$ cat src/hdl/vicp_pkg.sv
// Notes on behaviour
// (RULE1) Port clock pin is input after reset; software may turn it to output.
// (RULE2) With input clock, sample all ten data lines on rising edge when valid.
// (RULE3) Never store data lines on edges where valid is low, except markers.
// (RULE4) Source holds valid high with data for the next rising port clock edge.
// (RULE5) Port clock and data rates up to 81 MHz are the documented ceiling; the synchronised pin takes rates well under the 20 MHz core clock.
// (RULE6) Optional message mode captures the two upper lines regardless of valid.
// (RULE7) Output clock is the core clock divided by a programmable integer.
// (RULE8) Lower eight lines carry 4:2:2 video or general high-speed data.
// (RULE9) Upper two lines extend the word to ten bits in raw ten-bit mode.
// (RULE10) In message mode line 8 marks message start and line 9 marks end.
// (RULE11) Captured words cross safely from the port clock into the core clock.
package vicp_pkg;
  localparam int ADDR_W = 12;
  localparam int WORD_W = 10;
  localparam int DIV_W = 8;
  // Register byte addresses.
  localparam logic [11:0] ADDR_CTRL = 12'h000;
  localparam logic [11:0] ADDR_DIV = 12'h004;
  localparam logic [11:0] ADDR_DATA = 12'h008;
  localparam logic [11:0] ADDR_MSG = 12'h00C;
  // Control register fields.
  localparam int CTRL_CLK_OUT = 0;
  localparam int CTRL_MSG_MODE = 1;
  localparam int CTRL_TEN_BIT = 2;
  localparam int CTRL_CAP_EN = 3;
  localparam logic [3:0] CTRL_RESET = 4'h0;
  // Data register fields.
  localparam int DATA_VALID_BIT = 16;
  localparam int DATA_OVERRUN_BIT = 17;
  // Message register fields.
  localparam int MSG_START_BIT = 0;
  localparam int MSG_END_BIT = 1;
  // Divider minimum and reset value.
  localparam logic [7:0] DIV_RESET = 8'h04;
  localparam logic [7:0] DIV_MIN = 8'h02;
  // Rates, kept for reference against the core clock.
  localparam int PORT_MAX_MHZ = 81;
  localparam int CORE_MHZ = 20;
endpackage

$ cat src/hdl/vicp_top.sv
// The address map and the APB register port were chosen for this implementation.
`timescale 1ns/1ps
`default_nettype none
module vicp_top #(
  parameter int WORD_W = 10,
  parameter int DIV_W = 8
) (
  input wire logic pclk,
  input wire logic presetn,
  input wire logic [vicp_pkg::ADDR_W-1:0] paddr,
  input wire logic psel,
  input wire logic penable,
  input wire logic pwrite,
  input wire logic [31:0] pwdata,
  output logic [31:0] prdata,
  output logic pready,
  output logic pslverr,
  input wire logic capture_port_clock_in,
  output logic capture_port_clock_out,
  output logic capture_port_clock_oe,
  input wire logic capture_data_valid,
  input wire logic [WORD_W-1:0] capture_data_lines
);
  import vicp_pkg::*;

  logic [3:0] ctrl, next_ctrl;
  logic [DIV_W-1:0] div, next_div;
  logic [DIV_W-1:0] div_cnt, next_div_cnt;
  logic next_clk_out;
  logic next_pready, next_pslverr;
  logic [31:0] next_prdata;
  logic clk_s1, clk_s2, clk_s3;
  logic valid_s1, valid_s2;
  logic [WORD_W-1:0] data_s1, data_s2;
  logic [WORD_W-1:0] word, next_word;
  logic word_valid, next_word_valid;
  logic overrun, next_overrun;
  logic start_seen, next_start_seen;
  logic end_seen, next_end_seen;
  logic setup, access, wr_en, rd_data_clr, wr_msg;
  logic rise, sample;

  // APB strobes: the answer comes in the first access cycle.
  assign setup = psel && !penable;
  assign access = psel && penable && pready;
  assign wr_en = access && pwrite;
  assign rd_data_clr = access && !pwrite && (paddr == ADDR_DATA);
  assign wr_msg = wr_en && (paddr == ADDR_MSG);

  // Port clock edge, either from the pin or from our own divider.
  // The synchronised pin limits usable input rates to well under the core
  // rate; the 81 MHz ceiling applies only to a faster core clock.
  always_comb begin
    if (ctrl[CTRL_CLK_OUT]) begin
      rise = (div_cnt == '0); // RULE7
    end else begin
      rise = clk_s2 && !clk_s3; // RULE1 RULE5
    end
    sample = rise && ctrl[CTRL_CAP_EN] && valid_s2; // RULE2 RULE3 RULE4
  end

  // Register file and bus answer.
  always_comb begin
    next_ctrl = ctrl;
    next_div = div;
    next_pready = 1'b0;
    next_pslverr = 1'b0;
    next_prdata = prdata;
    if (wr_en && paddr == ADDR_CTRL) begin
      next_ctrl = pwdata[3:0]; // RULE1
    end else if (wr_en && paddr == ADDR_DIV) begin
      // A divisor below two cannot form a clock, so it is raised to two.
      if (pwdata[DIV_W-1:0] < DIV_MIN) begin
        next_div = DIV_W'(DIV_MIN);
      end else begin
        next_div = pwdata[DIV_W-1:0]; // RULE7
      end
    end
    if (setup) begin
      next_pready = 1'b1;
      next_prdata = 32'h0000_0000;
      if (paddr == ADDR_CTRL) begin
        next_prdata[3:0] = ctrl;
      end else if (paddr == ADDR_DIV) begin
        next_prdata[DIV_W-1:0] = div;
      end else if (paddr == ADDR_DATA) begin
        next_prdata[WORD_W-1:0] = word;
        next_prdata[DATA_VALID_BIT] = word_valid;
        next_prdata[DATA_OVERRUN_BIT] = overrun;
      end else if (paddr == ADDR_MSG) begin
        next_prdata[MSG_START_BIT] = start_seen;
        next_prdata[MSG_END_BIT] = end_seen;
      end else begin
        next_pslverr = 1'b1;
      end
    end
  end

  // Register file state.
  always_ff @(posedge pclk or negedge presetn) begin
    if (!presetn) begin
      ctrl <= CTRL_RESET;
      div <= DIV_W'(DIV_RESET);
      pready <= 1'b0;
      pslverr <= 1'b0;
      prdata <= 32'h0000_0000;
    end else begin
      ctrl <= next_ctrl;
      div <= next_div;
      pready <= next_pready;
      pslverr <= next_pslverr;
      prdata <= next_prdata;
    end
  end

  // Divider and capture path; a new event beats a clear in the same cycle.
  always_comb begin
    next_div_cnt = '0;
    if (ctrl[CTRL_CLK_OUT] && div_cnt < div - 1'b1) begin
      next_div_cnt = div_cnt + 1'b1; // RULE7
    end
    next_clk_out = ctrl[CTRL_CLK_OUT] && (next_div_cnt < (div >> 1));
    next_word = word;
    next_word_valid = word_valid && !rd_data_clr;
    next_overrun = overrun && !rd_data_clr;
    next_start_seen = start_seen && !(wr_msg && pwdata[MSG_START_BIT]);
    next_end_seen = end_seen && !(wr_msg && pwdata[MSG_END_BIT]);
    if (sample) begin
      if (ctrl[CTRL_TEN_BIT]) begin
        next_word = data_s2; // RULE9
      end else begin
        next_word = {2'b00, data_s2[7:0]}; // RULE8
      end
      if (word_valid && !rd_data_clr) begin
        next_overrun = 1'b1;
      end
      next_word_valid = 1'b1; // RULE11
    end
    // Markers are caught on every rising edge in message mode with capture enabled, valid or not.
    if (rise && ctrl[CTRL_MSG_MODE] && ctrl[CTRL_CAP_EN]) begin
      if (data_s2[8]) begin
        next_start_seen = 1'b1; // RULE6 RULE10
      end
      if (data_s2[9]) begin
        next_end_seen = 1'b1; // RULE6 RULE10
      end
    end
  end

  // Synchronisers and capture state; pins pass two flip-flops first.
  always_ff @(posedge pclk or negedge presetn) begin
    if (!presetn) begin
      clk_s1 <= 1'b0;
      clk_s2 <= 1'b0;
      clk_s3 <= 1'b0;
      valid_s1 <= 1'b0;
      valid_s2 <= 1'b0;
      data_s1 <= '0;
      data_s2 <= '0;
      div_cnt <= '0;
      capture_port_clock_out <= 1'b0;
      capture_port_clock_oe <= 1'b0;
      word <= '0;
      word_valid <= 1'b0;
      overrun <= 1'b0;
      start_seen <= 1'b0;
      end_seen <= 1'b0;
    end else begin
      clk_s1 <= capture_port_clock_in;
      clk_s2 <= clk_s1;
      clk_s3 <= clk_s2;
      valid_s1 <= capture_data_valid;
      valid_s2 <= valid_s1;
      data_s1 <= capture_data_lines;
      data_s2 <= data_s1;
      div_cnt <= next_div_cnt;
      capture_port_clock_out <= next_clk_out;
      capture_port_clock_oe <= next_ctrl[CTRL_CLK_OUT]; // RULE1
      word <= next_word;
      word_valid <= next_word_valid;
      overrun <= next_overrun;
      start_seen <= next_start_seen;
      end_seen <= next_end_seen;
    end
  end

  sample_on_valid_a: assert property (@(posedge pclk) disable iff (!presetn) // RULE2
    sample |=> word_valid && word[7:0] == $past(data_s2[7:0]))
    else $error("Valid word was not stored.");

  ignore_invalid_a: assert property (@(posedge pclk) disable iff (!presetn) // RULE3
    (rise && !valid_s2) |=> word == $past(word))
    else $error("Word changed on an edge without valid.");

  msg_start_a: assert property (@(posedge pclk) disable iff (!presetn) // RULE10
    (rise && ctrl[CTRL_MSG_MODE] && ctrl[CTRL_CAP_EN] && data_s2[8])
    |=> start_seen)
    else $error("Start marker was missed.");

  msg_end_ungated_a: assert property (@(posedge pclk) disable iff (!presetn) // RULE6
    (rise && !valid_s2 && ctrl[CTRL_MSG_MODE] && ctrl[CTRL_CAP_EN] &&
     data_s2[9]) |=> end_seen)
    else $error("End marker was gated by valid.");

  raw_upper_a: assert property (@(posedge pclk) disable iff (!presetn) // RULE9
    (sample && !ctrl[CTRL_TEN_BIT]) |=> word[9:8] == 2'b00)
    else $error("Upper bits kept outside ten-bit mode.");

  div_count_a: assert property (@(posedge pclk) disable iff (!presetn) // RULE7
    (ctrl[CTRL_CLK_OUT] && $stable(ctrl) && div_cnt == '0 && div == DIV_RESET
     && !psel) |-> ##1 capture_port_clock_out ##2 !capture_port_clock_out)
    else $error("Output clock shape is wrong.");

  pin_edge_a: assert property (@(posedge pclk) disable iff (!presetn) // RULE1
    (!ctrl[CTRL_CLK_OUT] && $past(presetn, 3)) |->
    rise == ($past(capture_port_clock_in, 2) &&
             !$past(capture_port_clock_in, 3)))
    else $error("Input clock edge not seen.");

  set_wins_a: assert property (@(posedge pclk) disable iff (!presetn) // RULE11
    (sample && rd_data_clr) |=> word_valid ##1 word_valid || rd_data_clr)
    else $error("New word lost to a read clear.");
endmodule // vicp_top
`default_nettype wire

$ cat config.mk
export PLATFORM = sky130hd
export DESIGN_NAME = vicp_top
export DESIGN_NICKNAME = d
export VERILOG_FILES = /design/src/hdl/vicp_pkg.sv /design/src/hdl/vicp_top.sv
export SDC_FILE = /design/constraint.sdc
export NUM_CORES = 1
export LEC_CHECK = 0
export ABC_AREA = 1
export BUFFER_PORTS_ARGS = -buffer_cell sky130_fd_sc_hd__buf_2
export CAP_MARGIN = 15
export CORE_MARGIN = 10
export CORE_UTILIZATION = 56
export DETAILED_ROUTE_END_ITERATION = 8
export HOLD_SLACK_MARGIN = 0.02
export PLACE_DENSITY = 0.87
export SLEW_MARGIN = 20
export SYNTH_ARGS = -nofsm -noshare
export SYNTH_HDL_FRONTEND = slang
export SYNTH_SLANG_ARGS = --single-unit
export TNS_END_PERCENT = 10
$ cat constraint.sdc
create_clock -name pclk -period 7.9 [get_ports pclk]
set_input_delay 1.185 -clock pclk [delete_from_list [all_inputs] [get_ports pclk]]
set_output_delay 1.185 -clock pclk [all_outputs]
set_load 0.02 [all_outputs]
==> key figures, run 1 <==
Synth
  – Yosys cell types: 33
  – Yosys warning total: 0
  – Top cell type by total area after synthesis: dfrtp_1
  – Post-synth top area share: 52.3%
  – Syn_area_per_cell: 9.14 um2
  – Cell Area, Synth: 0.00349 mm2
  – Synth Register Bits: 74
  – Top post-synthesis cells by area: dfrtp_1 52%, nand2_1 10%, ha_1 5.7%, buf_4 4.5%, inv_1 4.4%
  – Synth Instances: 382
  – Sequential share of the synthesized area: 53.1%

Global route
  – GR Util All Layers: 16.3%
  – First-pass GRT wire length: 13.0 mm
  – GRT Residual Overflow: 0
  – Vias in the first global route: 2785
  – Antenna violations before repair: 0
  – Largest net degree at the start of global routing: 75

Pwr
  – Peak VDD IR: 0.154 mV
  – PwrDens: 194 mW/mm2
  – Total Power: 0.773 mW
  – LEAKAGE: 2.16 nW

Die
  – Die width: 99.0 um
  – Initial Utilization: 58.3%
  – Ports: 97
  – Rows: 28
  – Total core area: 0.00599 mm2
  – Die height: 99.0 um
  – Die area: 0.00979 mm2

Route
  – Highest routed layer: met4
  – Wire length per cell: 14.8 um
  – Via Count: 2685
  – Met3 WL: 603 um
  – Pre-antenna DRT Iters: 5
  – Met2 WL: 3.88 mm
  – WL met1: 2.94 mm
  – Post-route ant nets: 0
  – Final wirelength: 7.70 mm
  – Vias per cell: 5.16
  – DRC violations left: 0
  – Initial DRC count: 231

CTS
  – Post-CTS Setup Bufs: 0
  – Hold buffers post-CTS: 0
  – Clock Path Buffers: 2
  – Post-CTS sizing: 0
  – CTS tree: yes
  – CTS root buf: clkbuf_8
  – Skew-Pair Late Insertion Delay: 0.35 ns
  – H-tree depth: 3
  – # clock sinks: 74
  – CTS Buf Count: 9
  – CTS clk-pin slew, worst paths: 0.08 ns

STA
  – Tmin final: 3.21 ns
  – Fmax: 0.312 GHz
  – RSZ-0062 raised after global routing: no
  – Final hold slack: 0.348 ns
  – Slew headroom: 40.7%
  – Setup_tns: 0 ns
  – Max Transition Viols Final: 0
  – Setup violations, final: 0
  – Final period utilization: 40.6%
  – Fin. Hold Viols: 0
  – Fin Clk Skew: 0.0131 ns
  – Worst slew pin tran: 0.889 ns

Job
  – Max-Cap Viols: 0

Worst setup path
  – Reg-to-reg slack, setup: 4.69 ns
  – Critical Path Fanout Max: 4
  – Critical path buffers and inverters: 2
  – CP delay by family, top: simple AND/OR/NAND/NOR gates
  – RR Endpoint: capture_port_clock_out
  – CP dominant cell by count: ha_1
  – Worst Path Arrival: 3.48 ns
  – Slowest library cell on the worst path: dfrtp_1
  – RR Startpoint: div[0]
  – Critical path depth: 16
  – Critical Path Max Stage Delay: 0.41 ns
  – Crit path capture: capture_port_clock_out
  – Worst Path Required: 8.17 ns
  – FF-to-FF path depth: 16
  – Worst Setup End Kind: flip-flop
  – Crit path cell chain: inv_1, ha_1, nand3_1, nor3_1, xor2_1, ha_1, nand2_1, nor2_1, nor2_2, a21boi_2, inv_2, nor3b_2, ha_1, nand4_1, nand3b_1, a21oi_2
  – Worst setup SP type: flip-flop
  – Critical path type: reg2reg
  – Setup crit start: div[0]

Place
  – Placed cells: 504
  – DP HPWL: 5.87 mm
  – IO Port Bufs: 52
  – Gpl congestion: 0.871

Cells and area
  – Share of post-route cells with drive strength above 1: 20.4%
  – ANT cells: 0
  – Area Overhead vs Synth: 14.0%
  – Fin nets: 517
  – Core Util, Final: 66.4%
  – Non-filler cells, final: 520

Min path
  – Hold Path Class: reg2reg

Run status
  – Status: complete, no violations
## logic make-up (layout without fill, tap and decap cells)
family                     count (synthesis)  in the layout  synth area share, %
AOI/OAI and AO/OA                         53             53                 8.17
adders and majority gates                 16             16                 5.73
DFF                                       74             74                 53.1
buffers and inverters                     71            115                 10.4
xor gates and xnor gates                   7              7                 1.76
other                                      1             20                0.107
and+or+nand+nor                          160            160                 20.8
## flip-flops by register name, indices dropped and copies added, names as in the netlist, 4 cells and up
register,flops
data_s2,10
prdata,12
word,10
data_s1,10
ctrl,4
div,8
div_cnt,8
## per-stage QoR
step | cell area, um2 | worst slack [ns]
after floorplan | 3560 | 5.31
after global placement | 3740 | 4.98
after detailed placement | 3740 | 4.84
after CTS | 3980 | 4.74
after global routing | 3980 | 4.47
final | 3980 | 4.69
## metal layers
layer | global-route usage (%) | vias to the layer above
li1 | - | 1302
met1 | 17.6 | 1252
met2 | 27.9 | 108
met3 | 5.38 | 23
met4 | 8.16 | 0
met5 | 0 | -
## worst reg2reg max path: stages, from the launching register on
cell and delay [ns]:
dfrtp_1 0.41, inv_1 0.13, ha_1 0.21, nand3_1 0.13
nor3_1 0.25, xor2_1 0.20, ha_1 0.25, nand2_1 0.08
nor2_1 0.06, nor2_2 0.15, a21boi_2 0.27, inv_2 0.09
nor3b_2 0.26, ha_1 0.30, nand4_1 0.10, nand3b_1 0.11
a21oi_2 0.14
## cell type report
class                           count  area, um2
Clock buffer                       10        128
Clock inverter                      6        115
Fill cell                         448       2010
Inverter                           46        174
Multi-Input combinational cell    256       1350
Sequential cell                    74       1850
Tap cell                           75       93.8
Timing Repair Buffer               53        268
## how the worst min path moves through the flow
stage / start / slack [ns] / cells past startpoint / to
4_1_cts: clk_s1 / 0.35 / 0 / clk_s2
5_1_grt: data_s1[3] / 0.36 / 0 / data_s2[3]
2_1_floorplan: clk_s1 / 0.33 / 0 / clk_s2
3_3_place_gp: clk_s1 / 0.33 / 0 / clk_s2
6_report: clk_s1 / 0.35 / 0 / clk_s2
3_5_place_dp: clk_s1 / 0.34 / 0 / clk_s2
## power breakdown
part	internal, mW	switching (mW)
clock	0.211	0.139
combinational	0.00892	0.0258
sequential	0.386	0.00241
## cell usage in the layout (no fill, tap or decap), types with 9 or more instances in the layout
cell type	synthesis	layout
ha_1	16	16
clkbuf_8	0	9
nor2_1	20	20
o21ai_0	26	26
conb_1	1	20
dfrtp_1	73	73
inv_1	41	41
buf_2	0	52
a21oi_1	10	10
o21ai_1	11	11
nand2_1	96	96
nand3_1	17	17
## synthesized netlist by cell type, drive strengths merged
| cell type | instances |
|---|---|
| nand2 | 99 |
| dfrtp | 73 |
| inv | 45 |
| o21ai | 37 |
| nor2 | 26 |
| buf | 23 |
| nand3 | 18 |
| ha | 16 |
| a21oi | 12 |
| nand4 | 8 |
| nor3 | 6 |
| xor2 | 6 |
| clkbuf | 2 |
| o31ai | 2 |
| a21boi | 1 |
| clkinv | 1 |
| conb | 1 |
| dfstp | 1 |
| nand3b | 1 |
| nor3b | 1 |
| nor4 | 1 |
| o22ai | 1 |
| xnor2 | 1 |
Power figures use the tool's default switching activity.
==> run 2, diff against run 1 <==
--- a/config.mk
+++ b/config.mk
@@ -9,10 +9,10 @@
 export BUFFER_PORTS_ARGS = -buffer_cell sky130_fd_sc_hd__buf_2
 export CAP_MARGIN = 15
 export CORE_MARGIN = 10
-export CORE_UTILIZATION = 56
+export CORE_UTILIZATION = 47
 export DETAILED_ROUTE_END_ITERATION = 8
 export HOLD_SLACK_MARGIN = 0.02
-export PLACE_DENSITY = 0.87
+export PLACE_DENSITY = 0.78
 export SLEW_MARGIN = 20
 export SYNTH_ARGS = -nofsm -noshare
 export SYNTH_HDL_FRONTEND = slang
==> constraint.sdc (replaced) <==
create_clock -name pclk -period 2.9 [get_ports pclk]
set_input_delay 0.435 -clock pclk [delete_from_list [all_inputs] [get_ports pclk]]
set_output_delay 0.435 -clock pclk [all_outputs]
set_load 0.02 [all_outputs]
==> run 2 against run 1 <==
Net effect:
- maximum frequency increased by 8.4%
- the flow now finishes with violations (negative setup slack)
- setup slack got worse by 4.8 ns
- design area grew 6.3%
- critical endpoint unchanged
- sequential power rose to 2.7 times the previous value
- clock-buffer cell count decreased by 1
- via count increased by 0.22%
- sequential share of layout area is 2.8 points lower
- largest cell class unchanged
- clock power grew to 3.1 times the previous value
- core utilization fell by 8.1 points
- total power rose to 2.9 times the previous value
- clock skew fell by 0.0043 ns
==> key figures, run 2 (synthesis results as in run 1) <==
Route
  – Vias per cell: 4.83 (was 5.16)
  – Via Count: 2691 (was 2685)
  – Wire length per cell: 14.0 um (was 14.8 um)
  – Post-route ant nets: 0 (unchanged)
  – Initial DRC count: 130 (was 231)
  – DRC violations left: 0 (unchanged)
  – Final wirelength: 7.81 mm (was 7.70 mm)
  – Pre-antenna DRT Iters: 4 (was 5)

Global route
  – Vias in the first global route: 2827 (was 2785)
  – GR Util All Layers: 13.7% (was 16.3%)
  – Largest net degree at the start of global routing: 39 (was 75)
  – First-pass GRT wire length: 12.7 mm (was 13.0 mm)
  – Antenna violations before repair: 0 (unchanged)
  – GRT Residual Overflow: 0 (unchanged)

Die
  – Initial Utilization: 48.1% (was 58.3%)
  – Ports: 97 (unchanged)
  – Total core area: 0.00725 mm2 (was 0.00599 mm2)
  – Die area: 0.0113 mm2 (was 0.00979 mm2)
  – Die width: 106 um (was 99.0 um)
  – Rows: 31 (was 28)
  – Die height: 106 um (was 99.0 um)

STA
  – Slew headroom: 44.3% (was 40.7%)
  – Max Transition Viols Final: 0 (unchanged)
  – Tmin final: 2.96 ns (was 3.21 ns)
  – Fin Clk Skew: 0.00881 ns (was 0.0131 ns)
  – Setup violations, final: 1 (was 0)
  – Final setup margin: -0.0604 ns (was 4.69 ns)
  – Final period utilization: 102% (was 40.6%)
  – Fin. Hold Viols: 0 (unchanged)
  – RSZ-0062 raised after global routing: yes (was no)
  – Worst slew pin tran: 0.835 ns (was 0.889 ns)
  – Fmax: 0.338 GHz (was 0.312 GHz)

CTS
  – CTS tree: yes (unchanged)
  – CTS Buf Count: 9 (unchanged)
  – CTS clk-pin slew, worst paths: 0.09 ns (was 0.08 ns)
  – Clock Path Buffers: 2 (unchanged)
  – Skew-Pair Late Insertion Delay: 0.35 ns (about the same)
  – Hold buffers post-CTS: 0 (unchanged)
  – CTS root buf: clkbuf_8 (unchanged)
  – # clock sinks: 74 (unchanged)
  – H-tree depth: 3 (unchanged)

Worst setup path
  – Critical Path Fanout Max: 3 (was 4)
  – Reg-to-reg slack, setup: -0.06 ns (was 4.69 ns)
  – RR Endpoint: capture_port_clock_out (unchanged)
  – Worst Path Required: 3.17 ns (was 8.17 ns)
  – Worst setup SP type: flip-flop (unchanged)
  – Worst Setup End Kind: flip-flop (unchanged)
  – Worst Path Arrival: 3.23 ns (was 3.48 ns)
  – Critical path type: reg2reg (unchanged)
  – FF-to-FF path depth: 16 (unchanged)
  – RR Startpoint: div[1] (was div[0])

Cells and area
  – Area Overhead vs Synth: 21.2% (was 14.0%)
  – Max reg flops: 12 (unchanged)
  – Finished Cell Area: 0.00423 mm2 (was 0.00398 mm2)
  – ANT cells: 0 (unchanged)
  – Fin nets: 530 (was 517)
  – Largest register by flop count: prdata (unchanged)
  – Most frequent cells in the layout: 95 x nand2_1, 73 x dfrtp_1, 52 x buf_2, 37 x inv_1, 25 x o21ai_0 (was 96 x nand2_1, 73 x dfrtp_1, 52 x buf_2, 41 x inv_1, 26 x o21ai_0)
  – Most common cell after layout, fill and taps aside: nand2_1 (unchanged)
  – Share of post-route cells with drive strength above 1: 26.2% (was 20.4%)

Pwr
  – Peak VDD IR: 0.395 mV (was 0.154 mV)
  – PwrDens: 526 mW/mm2 (was 194 mW/mm2)
  – Gate power share: 4.4% (was 4.5%)
  – Power share of the clock group: 48.1% (was 45.3%)
  – P_sw: 0.481 mW (was 0.167 mW)
  – Flop pwr share: 47.5% (was 50.2%)
  – Switch share: 21.6% (about the same)
  – LEAKAGE: 2.24 nW (was 2.16 nW)
  – P_int: 1.74 mW (was 0.605 mW)

Run status
  – Failing checks: negative setup slack
  – Status: complete, but fails checks (was complete, no violations)

Job
  – Max-Cap Viols: 0 (unchanged)

Min path
  – Worst Min Path Start: capture_data_lines[5] (was clk_s1)
  – Hold path cells: 1 (was 0)
  – Hold Path End: data_s1[5] (was clk_s2)
  – Hold Path Class: in2reg (was reg2reg)

Place
  – DP HPWL: 5.76 mm (was 5.87 mm)
  – Place WS: 0.0359 ns (was 4.84 ns)
  – IO Port Bufs: 52 (unchanged)
  – Area after DPL: 0.00381 mm2 (was 0.00374 mm2)
  – Gpl congestion: 0.853 (was 0.871)
==> run 2: changes by cell type in the layout (fill, tap and decap cells not counted), moves of 3 or more <==
cell    before  now
nor2_1      20   16
inv_1       41   37
inv_2        4    7
inv_6        0    3
nor2_2       4    8
buf_4        1   12
==> run 2: through the flow <==
stage          hold WS, ns  util (%)  setup TNS (ns)  std cells  total power, mW
2_1_floorplan        0.139         -               0        401             1.14
3_3_place_gp         0.333      52.5               0        532             1.17
3_5_place_dp         0.335      52.5               0        532             1.18
4_1_cts              0.171      56.3               0        548             2.25
5_1_grt              0.165      58.3          -0.234        557             2.30
6_report             0.183      58.3         -0.0604        557             2.23
==> run 2: per-layer routing <==
metal	track usage, %	wire [um]
met5	0	0
met4	5.13	150
met3	5.13	471
met2	23.4	3970
met1	15.4	3210
==> run 2: final cells by class <==
class | instances | area (um2)
Clock inverter | 7 | 146
Timing Repair Buffer | 66 | 382
Multi-Input combinational cell | 256 | 1430
Fill cell | 629 | 3020
Tap cell | 99 | 124
Sequential cell | 74 | 1850
Inverter | 46 | 176
Clock buffer | 9 | 124
==> run 2: what timing repair did <==
action	CTS	global route
setup endpoints to repair	0	1
resized for setup	0	22
buffers inserted	0	9
==> run 2: worst max-delay path by stage <==
stage,startpoint,to,slack (ns)
2_1_floorplan,div[0],capture_port_clock_out,0.31
3_3_place_gp,div[1],capture_port_clock_out,0.09
3_5_place_dp,div[1],capture_port_clock_out,0.04
4_1_cts,div[1],capture_port_clock_out,0.004
5_1_grt,div[1],capture_port_clock_out,-0.23
6_report,div[1],capture_port_clock_out,-0.06
==> run 2: power groups by stage <==
| stage | registers, mW | clock network [mW] | logic (mW) |
|---|---|---|---|
| 2_1_floorplan | 1.08 | 0 | 0.0608 |
| 4_1_cts | 1.06 | 1.09 | 0.0994 |
| 5_1_grt | 1.06 | 1.13 | 0.112 |
| 3_3_place_gp | 1.08 | 0 | 0.0969 |
| 6_report | 1.06 | 1.07 | 0.0985 |
| 3_5_place_dp | 1.08 | 0 | 0.0990 |
==> run 2: worst max-delay path: stages (launching register included) <==
cell      delay [ns]
dfrtp_1         0.41
nor2_2          0.14
nand4_1         0.20
nor3_2          0.24
xor2_1          0.18
ha_1            0.28
nand2_2         0.09
nor2_2          0.04
nor2_2          0.12
a21boi_4        0.21
buf_6           0.13
inv_4           0.04
nor3b_4         0.26
ha_4            0.24
nand4_1         0.08
nand3b_1        0.10
a21oi_2         0.12
